[config.mk]
export PLATFORM = sky130hd
export DESIGN_NAME = wct_timer
export DESIGN_NICKNAME = d
export VERILOG_FILES = /design/src/design/wct_pkg.sv /design/src/design/wct_capture_mem.sv /design/src/design/wct_timer.sv
export VERILOG_INCLUDE_DIRS = /design/src /design/src/design
export SDC_FILE = /design/constraint.sdc
export NUM_CORES = 1
export LEC_CHECK = 0
export BUFFER_PORTS_ARGS = -buffer_cell sky130_fd_sc_hd__buf_2
export CAP_MARGIN = 10
export CELL_PAD_IN_SITES_DETAIL_PLACEMENT = 1
export CELL_PAD_IN_SITES_GLOBAL_PLACEMENT = 1
export CORE_MARGIN = 8
export CORE_UTILIZATION = 30
export DETAILED_ROUTE_END_ITERATION = 12
export PLACE_DENSITY_LB_ADDON = 0.15
export SYNTH_ARGS = -nofsm -noshare
export SYNTH_HDL_FRONTEND = slang
export SYNTH_SLANG_ARGS = --single-unit
[constraint.sdc]
create_clock -name MCLK_I -period 4.5 [get_ports MCLK_I]
set_input_delay 0.45 -clock MCLK_I [delete_from_list [all_inputs] [get_ports MCLK_I]]
set_output_delay 0.45 -clock MCLK_I [all_outputs]
set_load 0.01 [all_outputs]
[src/design/wct_cfg.svh]
// Constants of the wide capture timer: register indices, field positions,
// reset values and bus answers. Assumes an AXI4-Lite slave with byte
// address = 4 * register index and 32-bit data.
`ifndef WCT_CFG_SVH
`define WCT_CFG_SVH

// Register indices; byte address is four times the index
`define WCT_IDX_CTRL0   32'h008003EB
`define WCT_IDX_CTRL1   32'h008003EC
`define WCT_IDX_CNT0    32'h008003F0
`define WCT_IDX_CNT1    32'h008003F1
`define WCT_IDX_STAT    32'h008003F2
`define WCT_IDX_IEN     32'h008003F3
`define WCT_IDX_ICLR    32'h008003F4
`define WCT_IDX_CAP0    32'h008003F8

// Control register fields (bit 15 of the big-endian view is data bit 0)
`define WCT_CKS_BIT     0
`define WCT_SS_CH0_BIT  7
`define WCT_CTRL_MASK   8'hF1
`define WCT_CTRL_RST    8'h00

// Counter reset and maximum values, status and enable reset values
`define WCT_CNT_RST     32'h00000000
`define WCT_CNT_MAX     32'hFFFFFFFF
`define WCT_STAT_RST    4'h0
`define WCT_IEN_RST     4'h0

// Bus answers
`define WCT_RESP_OKAY   2'h0
`define WCT_RESP_SLVERR 2'h2

`endif

[src/design/wct_pkg.sv]
// Types of the wide capture timer: bus channel bundles, event inputs,
// register selector and read sequencer states.
// Assumes AXI4-Lite with 32-bit address and data.
package wct_pkg;

    // Master to slave signals of the register bus
    typedef struct packed {
        logic        awvalid;
        logic [31:0] awaddr;
        logic        wvalid;
        logic [31:0] wdata;
        logic [3:0]  wstrb;
        logic        bready;
        logic        arvalid;
        logic [31:0] araddr;
        logic        rready;
    } wct_axil_req_t;

    // Slave to master signals of the register bus
    typedef struct packed {
        logic        awready;
        logic        wready;
        logic        bvalid;
        logic [1:0]  bresp;
        logic        arready;
        logic        rvalid;
        logic [31:0] rdata;
        logic [1:0]  rresp;
    } wct_axil_rsp_t;

    // Measure event sources and the shared clock bus line
    typedef struct packed {
        logic [3:0] ext_measure_pin;
        logic [3:0] evt_bus;
        logic       clk_bus1;
    } wct_evt_in_t;

    typedef enum logic [3:0] {
        SEL_NONE, SEL_CTRL0, SEL_CTRL1, SEL_CNT0, SEL_CNT1,
        SEL_STAT, SEL_IEN, SEL_ICLR, SEL_CAP
    } wct_reg_sel_t;

    typedef enum {RD_IDLE, RD_WAIT, RD_RESP} wct_rd_state_t;

endpackage

[src/design/wct_capture_mem.sv]
// Eight 32-bit capture registers with one registered read port.
// Assumes one write strobe per channel; channels 0-3 take block zero's
// value, channels 4-7 take block one's.
`timescale 1ns/100ps
`include "wct_cfg.svh"

module wct_capture_mem (
    input  wire logic        clk_i,
    input  wire logic        rst_n_i,
    input  wire logic [7:0]  we_i,
    input  wire logic [31:0] blk0_val_i,
    input  wire logic [31:0] blk1_val_i,
    input  wire logic [2:0]  raddr_i,
    output logic      [31:0] rdata_o
);
    logic [31:0] cap [0:7];

    // Each channel loads only on its own strobe
    always_ff @(posedge clk_i or negedge rst_n_i)
    begin
        if (!rst_n_i)
        begin
            for (int i = 0; i < 8; i++)
                cap[i] <= `WCT_CNT_RST;
        end
        else
        begin
            for (int i = 0; i < 8; i++)
                if (we_i[i])
                    cap[i] <= (i < 4) ? blk0_val_i : blk1_val_i;
        end
    end

    // Registered read port
    always_ff @(posedge clk_i or negedge rst_n_i)
    begin
        if (!rst_n_i)
            rdata_o <= `WCT_CNT_RST;
        else
            rdata_o <= cap[raddr_i];
    end

    // A strobed channel holds the block value of the strobe cycle
    property p_cap_load;
        @(posedge clk_i) disable iff (!rst_n_i)
        we_i[0] |=> cap[0] == $past(blk0_val_i);
    endproperty
    a_cap_load: assert property (p_cap_load) else $error("capture 0 missed value");

    // An unstrobed channel keeps its value
    property p_cap_hold;
        @(posedge clk_i) disable iff (!rst_n_i)
        !we_i[4] |=> $stable(cap[4]);
    endproperty
    a_cap_hold: assert property (p_cap_hold) else $error("capture 4 changed");

endmodule

[src/design/wct_timer.sv]
// Wide capture timer: two free-running 32-bit counters, eight capture
// channels, block zero measure interrupt, AXI4-Lite register slave.
// Assumes all inputs synchronous to MCLK_I; one write and one read at a time.
//
// Chosen here: the AXI4-Lite interface to the registers.
`timescale 1ns/100ps
`include "wct_cfg.svh"

module wct_timer (
    input  wire logic                   MCLK_I,
    input  wire logic                   RST_N_I,
    input  wire wct_pkg::wct_axil_req_t AXIL_REQ_I,
    output wct_pkg::wct_axil_rsp_t      AXIL_RSP_O,
    input  wire wct_pkg::wct_evt_in_t   EVT_I,
    output logic                        IRQ_O
);
    import wct_pkg::*;

    // Address to register selector
    function automatic wct_reg_sel_t decode(input logic [31:0] addr);
        logic [29:0] idx;
        idx = addr[31:2];
        if (idx == `WCT_IDX_CTRL0)
            decode = SEL_CTRL0;
        else if (idx == `WCT_IDX_CTRL1)
            decode = SEL_CTRL1;
        else if (idx == `WCT_IDX_CNT0)
            decode = SEL_CNT0;
        else if (idx == `WCT_IDX_CNT1)
            decode = SEL_CNT1;
        else if (idx == `WCT_IDX_STAT)
            decode = SEL_STAT;
        else if (idx == `WCT_IDX_IEN)
            decode = SEL_IEN;
        else if (idx == `WCT_IDX_ICLR)
            decode = SEL_ICLR;
        else if (idx[29:3] == `WCT_IDX_CAP0 >> 3)
            decode = SEL_CAP;
        else
            decode = SEL_NONE;
    endfunction

    // Byte-lane merge of a write into an old word
    function automatic logic [31:0] merge(input logic [31:0] old,
                                          input logic [31:0] data,
                                          input logic [3:0]  strb);
        merge = old;
        for (int i = 0; i < 4; i++)
            if (strb[i])
                merge[i*8 +: 8] = data[i*8 +: 8];
    endfunction

    logic [7:0]    ctrl0;
    logic [7:0]    ctrl1;
    logic [31:0]   cnt [0:1];
    logic [31:0]   next_cnt [0:1];
    logic [31:0]   cap_val [0:1];
    logic [1:0]    cnt_wr;
    logic [1:0]    tick;
    logic          div_phase;
    logic          cb_prev;
    logic [3:0]    ext_prev;
    logic [3:0]    bus_prev;
    logic [3:0]    ext_rise;
    logic [3:0]    bus_rise;
    logic [3:0]    evt0;
    logic [3:0]    evt1;
    logic [3:0]    stat;
    logic [3:0]    ien;
    logic [3:0]    clr;
    logic          aw_hold;
    logic          w_hold;
    logic [31:0]   aw_addr_q;
    logic [31:0]   w_data_q;
    logic [3:0]    w_strb_q;
    logic          bvalid;
    logic [1:0]    bresp;
    logic          have_aw;
    logic          have_w;
    logic          wr_go;
    logic [31:0]   wr_addr;
    logic [31:0]   wr_data;
    logic [3:0]    wr_strb;
    wct_reg_sel_t  wr_sel;
    wct_rd_state_t rd_state;
    wct_reg_sel_t  rd_sel;
    logic [31:0]   rdata;
    logic [1:0]    rresp;
    logic [2:0]    cap_raddr;
    logic [31:0]   cap_rdata;

    // Half-rate count enable and clock bus edge; no stop control exists
    always_ff @(posedge MCLK_I or negedge RST_N_I)
    begin
        if (!RST_N_I)
        begin
            div_phase <= 1'b0;
            cb_prev   <= 1'b0;
        end
        else
        begin
            div_phase <= ~div_phase;
            cb_prev   <= EVT_I.clk_bus1;
        end
    end

    // Count clock selection per block
    assign tick[0] = ctrl0[`WCT_CKS_BIT] ? (EVT_I.clk_bus1 & ~cb_prev)
                                         : div_phase;
    assign tick[1] = ctrl1[`WCT_CKS_BIT] ? (EVT_I.clk_bus1 & ~cb_prev)
                                         : div_phase;

    // Edge detection of every event source
    always_ff @(posedge MCLK_I or negedge RST_N_I)
    begin
        if (!RST_N_I)
        begin
            ext_prev <= 4'h0;
            bus_prev <= 4'h0;
        end
        else
        begin
            ext_prev <= EVT_I.ext_measure_pin;
            bus_prev <= EVT_I.evt_bus;
        end
    end

    assign ext_rise = EVT_I.ext_measure_pin & ~ext_prev;
    assign bus_rise = EVT_I.evt_bus & ~bus_prev;

    // Channel source selection; block one has no pin, only the event bus
    always_comb
    begin
        for (int c = 0; c < 4; c++)
        begin
            evt0[c] = ctrl0[`WCT_SS_CH0_BIT - c] ? bus_rise[c] : ext_rise[c];
            evt1[c] = ctrl1[`WCT_SS_CH0_BIT - c] & bus_rise[c];
        end
    end

    // Bus write path: address and data taken in either order
    assign have_aw = aw_hold | AXIL_REQ_I.awvalid;
    assign have_w  = w_hold | AXIL_REQ_I.wvalid;
    assign wr_go   = have_aw & have_w & ~bvalid;
    assign wr_addr = aw_hold ? aw_addr_q : AXIL_REQ_I.awaddr;
    assign wr_data = w_hold ? w_data_q : AXIL_REQ_I.wdata;
    assign wr_strb = w_hold ? w_strb_q : AXIL_REQ_I.wstrb;
    assign wr_sel  = decode(wr_addr);

    always_ff @(posedge MCLK_I or negedge RST_N_I)
    begin
        if (!RST_N_I)
        begin
            aw_hold   <= 1'b0;
            w_hold    <= 1'b0;
            aw_addr_q <= 32'h00000000;
            w_data_q  <= 32'h00000000;
            w_strb_q  <= 4'h0;
            bvalid    <= 1'b0;
            bresp     <= `WCT_RESP_OKAY;
        end
        else
        begin
            if (wr_go)
            begin
                aw_hold <= 1'b0;
                w_hold  <= 1'b0;
                bvalid  <= 1'b1;
                bresp   <= (wr_sel == SEL_NONE) ? `WCT_RESP_SLVERR : `WCT_RESP_OKAY;
            end
            else
            begin
                if (AXIL_REQ_I.awvalid && !aw_hold && !bvalid)
                begin
                    aw_hold   <= 1'b1;
                    aw_addr_q <= AXIL_REQ_I.awaddr;
                end
                if (AXIL_REQ_I.wvalid && !w_hold && !bvalid)
                begin
                    w_hold   <= 1'b1;
                    w_data_q <= AXIL_REQ_I.wdata;
                    w_strb_q <= AXIL_REQ_I.wstrb;
                end
                if (bvalid && AXIL_REQ_I.bready)
                    bvalid <= 1'b0;
            end
        end
    end

    // Control and interrupt enable registers
    always_ff @(posedge MCLK_I or negedge RST_N_I)
    begin
        if (!RST_N_I)
        begin
            ctrl0 <= `WCT_CTRL_RST;
            ctrl1 <= `WCT_CTRL_RST;
            ien   <= `WCT_IEN_RST;
        end
        else if (wr_go && wr_strb[0])
        begin
            if (wr_sel == SEL_CTRL0)
                ctrl0 <= wr_data[7:0] & `WCT_CTRL_MASK;
            if (wr_sel == SEL_CTRL1)
                ctrl1 <= wr_data[7:0] & `WCT_CTRL_MASK;
            if (wr_sel == SEL_IEN)
                ien <= wr_data[3:0];
        end
    end

    // Counter next values: write wins, else count up and wrap silently
    assign cnt_wr[0] = wr_go && (wr_sel == SEL_CNT0);
    assign cnt_wr[1] = wr_go && (wr_sel == SEL_CNT1);

    always_comb
    begin
        for (int b = 0; b < 2; b++)
        begin
            cap_val[b] = cnt_wr[b] ? merge(cnt[b], wr_data, wr_strb) : cnt[b];
            if (cnt_wr[b])
                next_cnt[b] = cap_val[b];
            else if (tick[b])
                next_cnt[b] = cnt[b] + 32'h00000001;
            else
                next_cnt[b] = cnt[b];
        end
    end

    // Two independent counters
    always_ff @(posedge MCLK_I or negedge RST_N_I)
    begin
        if (!RST_N_I)
        begin
            cnt[0] <= `WCT_CNT_RST;
            cnt[1] <= `WCT_CNT_RST;
        end
        else
        begin
            cnt[0] <= next_cnt[0];
            cnt[1] <= next_cnt[1];
        end
    end

    // Capture storage; a same-cycle counter write is what gets captured
    wct_capture_mem u_cap (
        .clk_i      (MCLK_I),
        .rst_n_i    (RST_N_I),
        .we_i       ({evt1, evt0}),
        .blk0_val_i (cap_val[0]),
        .blk1_val_i (cap_val[1]),
        .raddr_i    (cap_raddr),
        .rdata_o    (cap_rdata)
    );

    assign cap_raddr = AXIL_REQ_I.araddr[4:2];

    // Sticky status from block zero events only; set wins over clear
    assign clr = (wr_go && wr_sel == SEL_ICLR && wr_strb[0]) ? wr_data[3:0] : 4'h0;

    always_ff @(posedge MCLK_I or negedge RST_N_I)
    begin
        if (!RST_N_I)
        begin
            stat  <= `WCT_STAT_RST;
            IRQ_O <= 1'b0;
        end
        else
        begin
            stat  <= (stat & ~clr) | evt0;
            IRQ_O <= |(stat & ien);
        end
    end

    // Read sequencer: address taken, one wait cycle for capture data
    always_ff @(posedge MCLK_I or negedge RST_N_I)
    begin
        if (!RST_N_I)
        begin
            rd_state <= RD_IDLE;
            rd_sel   <= SEL_NONE;
            rdata    <= 32'h00000000;
            rresp    <= `WCT_RESP_OKAY;
        end
        else
        begin
            case (rd_state)
                RD_IDLE:
                begin
                    if (AXIL_REQ_I.arvalid)
                    begin
                        rd_sel   <= decode(AXIL_REQ_I.araddr);
                        rd_state <= RD_WAIT;
                    end
                end
                RD_WAIT:
                begin
                    rresp    <= (rd_sel == SEL_NONE) ? `WCT_RESP_SLVERR : `WCT_RESP_OKAY;
                    rd_state <= RD_RESP;
                    case (rd_sel)
                        SEL_CTRL0: rdata <= {24'h000000, ctrl0};
                        SEL_CTRL1: rdata <= {24'h000000, ctrl1};
                        SEL_CNT0:  rdata <= cnt[0];
                        SEL_CNT1:  rdata <= cnt[1];
                        SEL_STAT:  rdata <= {28'h0000000, stat};
                        SEL_IEN:   rdata <= {28'h0000000, ien};
                        SEL_CAP:   rdata <= cap_rdata;
                        default:   rdata <= 32'h00000000;
                    endcase
                end
                RD_RESP:
                begin
                    if (AXIL_REQ_I.rready)
                        rd_state <= RD_IDLE;
                end
                default:
                    rd_state <= RD_IDLE;
            endcase
        end
    end

    // Bus answer bundle
    always_comb
    begin
        AXIL_RSP_O.awready = ~aw_hold & ~bvalid;
        AXIL_RSP_O.wready  = ~w_hold & ~bvalid;
        AXIL_RSP_O.bvalid  = bvalid;
        AXIL_RSP_O.bresp   = bresp;
        AXIL_RSP_O.arready = (rd_state == RD_IDLE);
        AXIL_RSP_O.rvalid  = (rd_state == RD_RESP);
        AXIL_RSP_O.rdata   = rdata;
        AXIL_RSP_O.rresp   = rresp;
    end

    // Counting step of one per count clock tick
    property p_cnt_step;
        @(posedge MCLK_I) disable iff (!RST_N_I)
        tick[0] && !cnt_wr[0] && cnt[0] != `WCT_CNT_MAX |=> cnt[0] == $past(cnt[0]) + 32'h1;
    endproperty
    a_cnt_step: assert property (p_cnt_step) else $error("counter 0 bad step");

    // Counter never stops: half clock gives at least one step in three cycles
    property p_free_run;
        @(posedge MCLK_I) disable iff (!RST_N_I)
        (!ctrl1[`WCT_CKS_BIT] && !cnt_wr[1] && cnt[1] < 32'h0000FFFF) [*4]
        |-> cnt[1] - $past(cnt[1], 3) >= 32'h1;
    endproperty
    a_free_run: assert property (p_free_run) else $error("counter 1 stalled");

    // Half clock ticks alternate
    property p_half_clk;
        @(posedge MCLK_I) disable iff (!RST_N_I)
        !ctrl0[`WCT_CKS_BIT] && tick[0] |=> !tick[0] ##1 (tick[0] || ctrl0[`WCT_CKS_BIT]);
    endproperty
    a_half_clk: assert property (p_half_clk) else $error("half clock tick wrong");

    // Clock bus rising edge counts when selected
    property p_bus_clk;
        @(posedge MCLK_I) disable iff (!RST_N_I)
        ctrl0[`WCT_CKS_BIT] && $rose(EVT_I.clk_bus1) |-> tick[0];
    endproperty
    a_bus_clk: assert property (p_bus_clk) else $error("clock bus edge missed");

    // Pin source selected: a pin edge is channel 0's event
    property p_src_pin;
        @(posedge MCLK_I) disable iff (!RST_N_I)
        !ctrl0[`WCT_SS_CH0_BIT] && ext_rise[0] |-> evt0[0];
    endproperty
    a_src_pin: assert property (p_src_pin) else $error("pin event lost");

    // Block zero event sets status next cycle, interrupt one cycle later
    property p_irq;
        @(posedge MCLK_I) disable iff (!RST_N_I)
        evt0[0] && ien[0] && $stable(ien) |=> stat[0] ##1 IRQ_O;
    endproperty
    a_irq: assert property (p_irq) else $error("measure interrupt missing");

    // Status rises only from a block zero event, never from overflow
    property p_stat_cause;
        @(posedge MCLK_I) disable iff (!RST_N_I)
        $rose(stat[1]) |-> $past(evt0[1]);
    endproperty
    a_stat_cause: assert property (p_stat_cause) else $error("status without event");

    // Wrap to zero at maximum
    property p_wrap;
        @(posedge MCLK_I) disable iff (!RST_N_I)
        tick[0] && !cnt_wr[0] && cnt[0] == `WCT_CNT_MAX |=> cnt[0] == `WCT_CNT_RST;
    endproperty
    a_wrap: assert property (p_wrap) else $error("counter 0 did not wrap");

    c_capture: cover property (@(posedge MCLK_I) disable iff (!RST_N_I) evt0[0] && tick[0]);
    c_irq: cover property (@(posedge MCLK_I) disable iff (!RST_N_I) $rose(IRQ_O));
    c_cnt_wr: cover property (@(posedge MCLK_I) disable iff (!RST_N_I) cnt_wr[0] && evt0[3]);

endmodule

-- After elaboration in Yosys (flattened, before gate mapping)
Index checks and enable logic that the tools add are counted.
- add/subtract/negate cells: 2
- $lt $le $gt $ge: 1
- eq/ne operators: 34
- multiplexer cells: 55
- bitwise operators: 26
- reduce and logical (&&, ||, !) cells: 30
- operator list (operator ; count):
    == test 30 x 24 -> 1 bit, second input constant ; 14
    two-way mux 32 bit ; 12
    case mux 32 bit (7 select lines) ; 1
    binary-select mux 32 bit (select 3 bit) ; 1
    case mux 32 bit (3 select lines) ; 1
    two-way mux 4 bit ; 18
    adder 32 x 1 -> 32 bit, second input constant ; 2
    zero test 32 bit ; 2
    two-way mux 8 bit ; 8
    == test 27 x 21 -> 1 bit, second input constant ; 2
    == test 32 x 1 -> 1 bit, second input constant ; 1
    == test 32 x 2 -> 1 bit, second input constant ; 1
    == test 32 x 3 -> 1 bit, second input constant ; 1
    == test 4 x 3 -> 1 bit, second input constant ; 6
    AND 4 bit ; 4
    == test 4 x 2 -> 1 bit, second input constant ; 4
    AND reduction 2 bit ; 7
    two-way mux 1 bit ; 12
    inverter 4 bit ; 3
    logical AND 1 bit ; 10
    nonzero test 2 bit ; 5
    AND 1 bit ; 9
    == test 4 x 1 -> 1 bit, second input constant ; 2
    zero test 4 bit ; 2
    other kinds (10) ; 20
- register bits after elaboration: 524
- input port bits: 116
- output and inout port bits: 42
- word-level logic and storage cells: 179

-- Depth between registers and ports, before layout
- word-level depth: 17
- gate-level depth with buffers: 11
- gate-level depth less buffers: 7

-- Modules after synthesis
Synthesis repeated with hierarchy kept, for this count alone.
- cell total of the unflattened synthesis: 1906
- area, all modules: 23812.8 um^2
- by module, submodules not included (module ; instances ; cells each ; area an instance (um^2) ; seq. area each (um^2)):
    wct_capture_mem ; 1 ; 690 ; 12299.3 ; 7206.9
    wct_timer ; 1 ; 1216 ; 11513.5 ; 5054.8

-- Worst setup path before layout
No wires, ideal clock.
- path kind: input -> register
- start: input port AXIL_REQ_I[74] (netlist bit)
- end: register ien[0]
- setup time: 0.127 ns
- data arrival time: 2.839 ns
- data required time: 4.373 ns
- path slack: 1.534 ns
- stages on the path: 7
- path buffers: 1
- path through: clkbuf_1 -> or4b_1 -> a22o_1 -> or3_1 -> a211o_1 -> a2111oi_4 -> mux2_1
- word-level cells in the longest chain between the ends: 11
- elaborated cells on any way between the ends: 17
- classes of those cells: eq/ne (8); mux (8); reduce/logical (1)
- ends and longest elaborated chain (what ; RTL line ; source):
    from (decl) ; wct_timer.sv:12 ; input wire wct_pkg::wct_axil_req_t AXIL_REQ_I,
    two-way mux 32 bit * ; wct_timer.sv:145 ; assign wr_addr = aw_hold ? aw_addr_q : AXIL_REQ_I.awaddr;
    == test 30 x 24 -> 1 bit (no source line) ; n/a ;
    two-way mux 4 bit ; wct_timer.sv:35 ; else if (idx == `WCT_IDX_ICLR)
    two-way mux 4 bit ; wct_timer.sv:33 ; else if (idx == `WCT_IDX_IEN)
    two-way mux 4 bit ; wct_timer.sv:31 ; else if (idx == `WCT_IDX_STAT)
    two-way mux 4 bit ; wct_timer.sv:29 ; else if (idx == `WCT_IDX_CNT1)
    two-way mux 4 bit ; wct_timer.sv:27 ; else if (idx == `WCT_IDX_CNT0)
    two-way mux 4 bit ; wct_timer.sv:25 ; else if (idx == `WCT_IDX_CTRL1)
    two-way mux 4 bit * ; wct_timer.sv:23 ; if (idx == `WCT_IDX_CTRL0)
    == test 4 x 3 -> 1 bit * ; wct_timer.sv:205 ; if (wr_sel == SEL_IEN)
    AND reduction 2 bit (no source line) * ; n/a ;
    to (signal assigned) ; wct_timer.sv:197 ; ien <= `WCT_IEN_RST;
    to (signal assigned) ; wct_timer.sv:206 ; ien <= wr_data[3:0];
    to (decl) ; wct_timer.sv:69 ; logic [3:0] ien;
Every way passes the cells marked *; elsewhere a longest branch is shown, timed or not.
A chain may end at the register's enable or synchronous reset.

-- Worst setup path in the final report
- start: register aw_hold
- end: register u_cap.cap[59] (netlist bit)
- word-level cells in the longest chain between the ends: 13
- elaborated cells on any way between the ends: 23
- classes of those cells: eq/ne (9); mux (10); bitwise (3); reduce/logical (1)
- ends and longest elaborated chain (what ; RTL line ; source):
    from (decl) ; wct_timer.sv:71 ; logic aw_hold;
    from (signal assigned) ; wct_timer.sv:154 ; aw_hold <= 1'b0;
    from (signal assigned) ; wct_timer.sv:166 ; aw_hold <= 1'b0;
    from (signal assigned) ; wct_timer.sv:175 ; aw_hold <= 1'b1;
    two-way mux 32 bit ; wct_timer.sv:145 ;
    == test 27 x 21 -> 1 bit ; wct_timer.sv:37 ; else if (idx[29:3] == `WCT_IDX_CAP0 >> 3)
    two-way mux 4 bit ; wct_timer.sv:37 ;
    two-way mux 4 bit ; wct_timer.sv:35 ;
    two-way mux 4 bit ; wct_timer.sv:33 ;
    two-way mux 4 bit ; wct_timer.sv:31 ;
    two-way mux 4 bit ; wct_timer.sv:29 ;
    two-way mux 4 bit ; wct_timer.sv:27 ;
    two-way mux 4 bit ; wct_timer.sv:25 ;
    two-way mux 4 bit ; wct_timer.sv:23 ;
    == test 4 x 3 -> 1 bit ; wct_timer.sv:212 ; assign cnt_wr[1] = wr_go && (wr_sel == SEL_CNT1);
    logical AND 1 bit * ; wct_timer.sv:212 ;
    two-way mux 32 bit * ; wct_timer.sv:218 ; cap_val[b] = cnt_wr[b] ? merge(cnt[b], wr_data, wr_strb) : cnt[b];
    to (signal, indexed assignment) ; wct_capture_mem.sv:24 ; cap[i] <= `WCT_CNT_RST;
    to (signal, indexed assignment) ; wct_capture_mem.sv:30 ; cap[i] <= (i < 4) ? blk0_val_i : blk1_val_i;
    to (decl) ; wct_capture_mem.sv:16 ; logic [31:0] cap [0:7];
Marks and branches as above.

==> metrics list <==
- In this run the biggest area consumer among cell types represents 51.3% of the synthesized area.
- Compared with the post-synthesis result, the final layout area differs by 17.6%.
- The flow ran to the end, and the final reports show no timing, DRC or antenna violations.
- CTS tree: built
* Library cells used by synthesis: 89
- In this run switching power makes up 28.9% of total power.
- Detailed routing inserted a total of 18600 vias.
* Remaining max-slew budget at the tightest pin: 15.3%
* Number of CTS-inserted buffers: 57
- Most frequent cells after synthesis: 490 x dfrtp_1, 333 x nand2_1, 255 x o21ai_0, 175 x mux2_2, 127 x clkbuf_1
* Fraction of layout cells with a size suffix above 1: 26.0%
* Register bit count reported by yosys: 490
- Max Clock Freq: 258 MHz
- The initial utilization of the core area, before any placement, comes to 30.3%.
* Ports: 158
- Vias in the first global route: 20000
- Sum of negative setup slack: 0 ns
- Layer with the highest usage: met2
- Maximum net fanout on the critical path: 63
* Top area cells in the synthesized netlist: dfrtp_1 51%, mux2_2 8.2%, mux4_2 6.0%, o21ai_0 5.3%, nand2_1 5.2%
- Once detailed placement completed, the half-perimeter wirelength came to 57.9 mm.
* Highest-delay cell along the critical path: or4_2
* Core Footprint: 0.0789 sq mm
- Clock latency on the worst-skew pair, taken at its later pin, is 0.61 ns.
* Worst setup SP type: register
* Area after DPL: 0.0260 sq mm
- CP Class: reg -> reg
- After clock tree synthesis, the setup repair step added 0 buffers.
- Switching pwr: 3.48 mW
- Placed Cells: 3266
- Power consumption: 12.0 mW
- Layout Cell Area excl Fill: 0.0281 sq mm
* Final period util: 86.3%
* Number of antenna violations at the first check in global routing: 1
- Setup violations remaining at the end of the flow were counted as 0.
- The first global-routing pass estimated 130 mm of wire.
- For this run, the total global-route usage over all layers was measured as 18.8%.
- Between clock sinks in the finished design, the worst skew comes to 0.0216 ns.
* Cells along the critical path: buf_4, or3b_4, a22oi_1, o211ai_1, or4_2, buf_12, o22ai_1, o21ai_0
- Maxcap violations: 0
* Total of fill cells in the finished design: 8689
* Sequential cell fraction of total power: 42.2%
- After synthesis, the mean cell area works out to 11.1 sq um.
- Using the TritonRoute via totals, the vias-per-cell ratio works out to 5.50.
- Met3 track demand over resource in global routing: 2.65%
- Met2 usage: 30.7%
- Share of async-settable or async-resettable flops after synthesis: 100%
* Synthesis warning total: 0
- The worst hold path begins at AXIL_REQ_I[0].
- Cell area after synthesis: 0.0239 sq mm
- Number of cells produced by synthesis: 2160
- Detailed Route Iter0 Violations: 1159
* Actual transition at the worst max-transition pin: 1.26 ns
- Internal: 8.55 mW
* Average wire per cell in the routed design: 25.3 microns
* Final Hold Viols: 0
* Maximum buffer depth of the clock tree: 3
- DRT Pass-1 Iters: 8
- Most used standard cell by instance count after synthesis: dfrtp_1
* Worst voltage drop across the vdd grid: 258 uV
* Congestion Overflow GR: 0
* Rows: 103
- Overall die height: 298 microns
* Critical path startpoint: aw_hold$_DFFE_PN0P_
- The tree is rooted in a clkbuf_16.
* Die Area: 0.0889 sq mm
* Worst stage delay on the critical path: 0.74 ns
- Primary flip-flop cell chosen by synthesis mapping: dfrtp_1
- Final standard cell count with taps included and fillers excluded: 3378
- Worst hold slack: 0.0468 ns
- Cells fill 35.6% of the core in the end.
- Power spread over the standard cell area amounts to 428 mW/mm^2.
- Fraction of power consumed by combinational cells: 16.9%
- The share of total power dissipated in the clock network is 40.9%.
- In this run the critical register-to-register path is launched from aw_hold$_DFFE_PN0P_.
- Data on the critical path arrives at its endpoint at 4.31 ns.
- The path class of the tightest hold or removal check is in -> reg.
- In this run the register-to-register setup slack is 0.62 ns.
* Clock-pin slew on the worst setup and hold paths: 0.06 ns
- Entering global routing, the biggest net connects 108 pins.
* Count of clock tree sinks: 490
* Final #Nets: 2403
* Max-slew violations: 0
- Lkg Pwr: 12.2 nW
- Before CTS, the worst setup slack after placement is 0.659 ns.
* Final weighted congestion in routability-driven placement: 0.829
- Post-synth EDFFs: 0
- The routed design has 85.3 mm of wire.
- Leading area contributor after synthesis: dfrtp_1
- Global routing consumed, on the met1 layer, 26.1% of the routing resources.
- STA classifies the critical path endpoint as a register.
- Minimum clock period: 3.88 ns
- CTS built an H-tree with a depth of 2.
- Number of buffer cells added on primary ports: 151
- Critical path data required time: 4.93 ns
- The floorplan step set the die width to 298 microns.
- In the routed design, unresolved DRC markers number 0.
- The detail route stage leaves a number of antenna-violating nets equal to 0.
- Least setup slack across all paths after layout: 0.618 ns
- Setup repair after global routing left no endpoint under its margin.
- Share of synthesized area occupied by flip-flops and latches: 51.3%
layout by cell type (no fill, tap or decap), types with 7 or more instances in the layout:
| cell | netlist | layout |
|---|---|---|
| buf_12 | 0 | 10 |
| bufinv_16 | 0 | 8 |
| nor4_1 | 12 | 11 |
| o211a_1 | 9 | 9 |
| or3_1 | 10 | 10 |
| buf_4 | 6 | 51 |
| dlygate4sd3_1 | 0 | 10 |
| mux4_2 | 64 | 64 |
| o31ai_1 | 25 | 25 |
| inv_1 | 22 | 22 |
| nor3_1 | 30 | 29 |
| nor2b_1 | 17 | 15 |
| clkbuf_8 | 0 | 14 |
| a211oi_1 | 18 | 18 |
| mux2_2 | 175 | 175 |
| nor2_1 | 68 | 68 |
| a222oi_1 | 27 | 27 |
| clkbuf_1 | 127 | 12 |
| dfrtp_1 | 490 | 489 |
| a21oi_1 | 29 | 25 |
| a221oi_1 | 7 | 7 |
| clkinv_2 | 0 | 7 |
| nand3b_1 | 11 | 11 |
| a31oi_1 | 10 | 10 |
| a22oi_1 | 10 | 10 |
| o221a_2 | 16 | 16 |
| mux2i_1 | 82 | 81 |
| o21ai_0 | 255 | 255 |
| o22ai_1 | 19 | 19 |
| nand3_1 | 44 | 43 |
| nand2_1 | 333 | 329 |
| nand4_1 | 28 | 28 |
| a311oi_1 | 13 | 13 |
| clkbuf_16 | 0 | 57 |
| buf_2 | 9 | 148 |
| and3_1 | 29 | 29 |
per-layer routing:
metal,part of all wire (%),wire [microns],vias to the layer above
li1,-,-,8265
met1,46,39500,9784
met2,47,40100,399
met3,4.1,3490,119
met4,2.5,2160,2
met5,0.011,9,-
sequential cells by signal, indices dropped and copies added (netlist names):
signal,count
bresp,1
div_phase,1
ctrl0,5
stat,4
rdata,32
cb_prev,1
w_hold,1
aw_hold,1
ctrl1,5
w_data_q,32
u_cap.cap,256
aw_addr_q,30
IRQ_O,1
rd_state,2
w_strb_q,4
ext_prev,4
rd_sel,4
rresp,1
cnt,64
bvalid,1
u_cap.rdata_o,32
ien,4
bus_prev,4
power by group through the flow:
stage                     clock, mW  sequential (mW)  combinational (mW)
after floorplan                   0             5.01                1.30
after global placement            0             5.12                2.01
after detailed placement          0             5.15                2.05
after CTS                      5.06             5.07                2.06
after global routing           5.22             5.13                2.20
final                          4.92             5.08                2.04
path summary, 6_finish.rpt:
| path | to | cells past startpoint |
|---|---|---|
| max | u_cap.cap[59]$_DFFE_PN0P_ | 8 |
| min | rd_state[1]$_DFFE_PN0P_ | 2 |
| max reg2reg | u_cap.cap[59]$_DFFE_PN0P_ | 8 |
| min reg2reg | div_phase$_DFF_PN0_ | 1 |
| max in group asynchronous | u_cap.cap[168]$_DFFE_PN0P_ | 3 |
| min in group asynchronous | aw_addr_q[10]$_DFFE_PN0P_ | 2 |
critical path: cells and delay by family (launching register included):
kind	cells	cell delay [ns]
flops	1	0.59
buf+inv	2	0.56
compound gates	4	1.33
simple gates	2	1.18
area by class of cell:
type / instances / area (sq um) / share of cell area [%]
diodes: 1 / 2.50 / 0.00891
repair buffers: 220 / 1440 / 5.12
inverters: 22 / 82.6 / 0.294
well taps: 1050 / 1310 / 4.68
flip-flops and latches: 490 / 12300 / 43.6
multi-input cells: 1494 / 11000 / 39.3
clock buffers: 83 / 1660 / 5.92
clock inverters: 18 / 298 / 1.06
logic make-up (layout without fill, tap and decap cells):
family	after synthesis	count (layout)	synth area share [%]
flip-flops	490	490	51.3
adder cells (fa/ha/maj)	2	2	0.105
buffers and inverters	177	343	2.99
XOR/XNOR	6	6	0.220
other	1	3	0.0157
AO/OA/AOI/OAI	512	512	14.2
multiplexers	326	326	18.0
AND/OR/NAND/NOR	646	646	13.2
repair_timing:
item / in CTS / in global routing
hold endpoints to repair: 109 / 0
hold buffers: 10 / 0
gates resized for setup: 0 / 0
(Power assumes the default switching activity.)
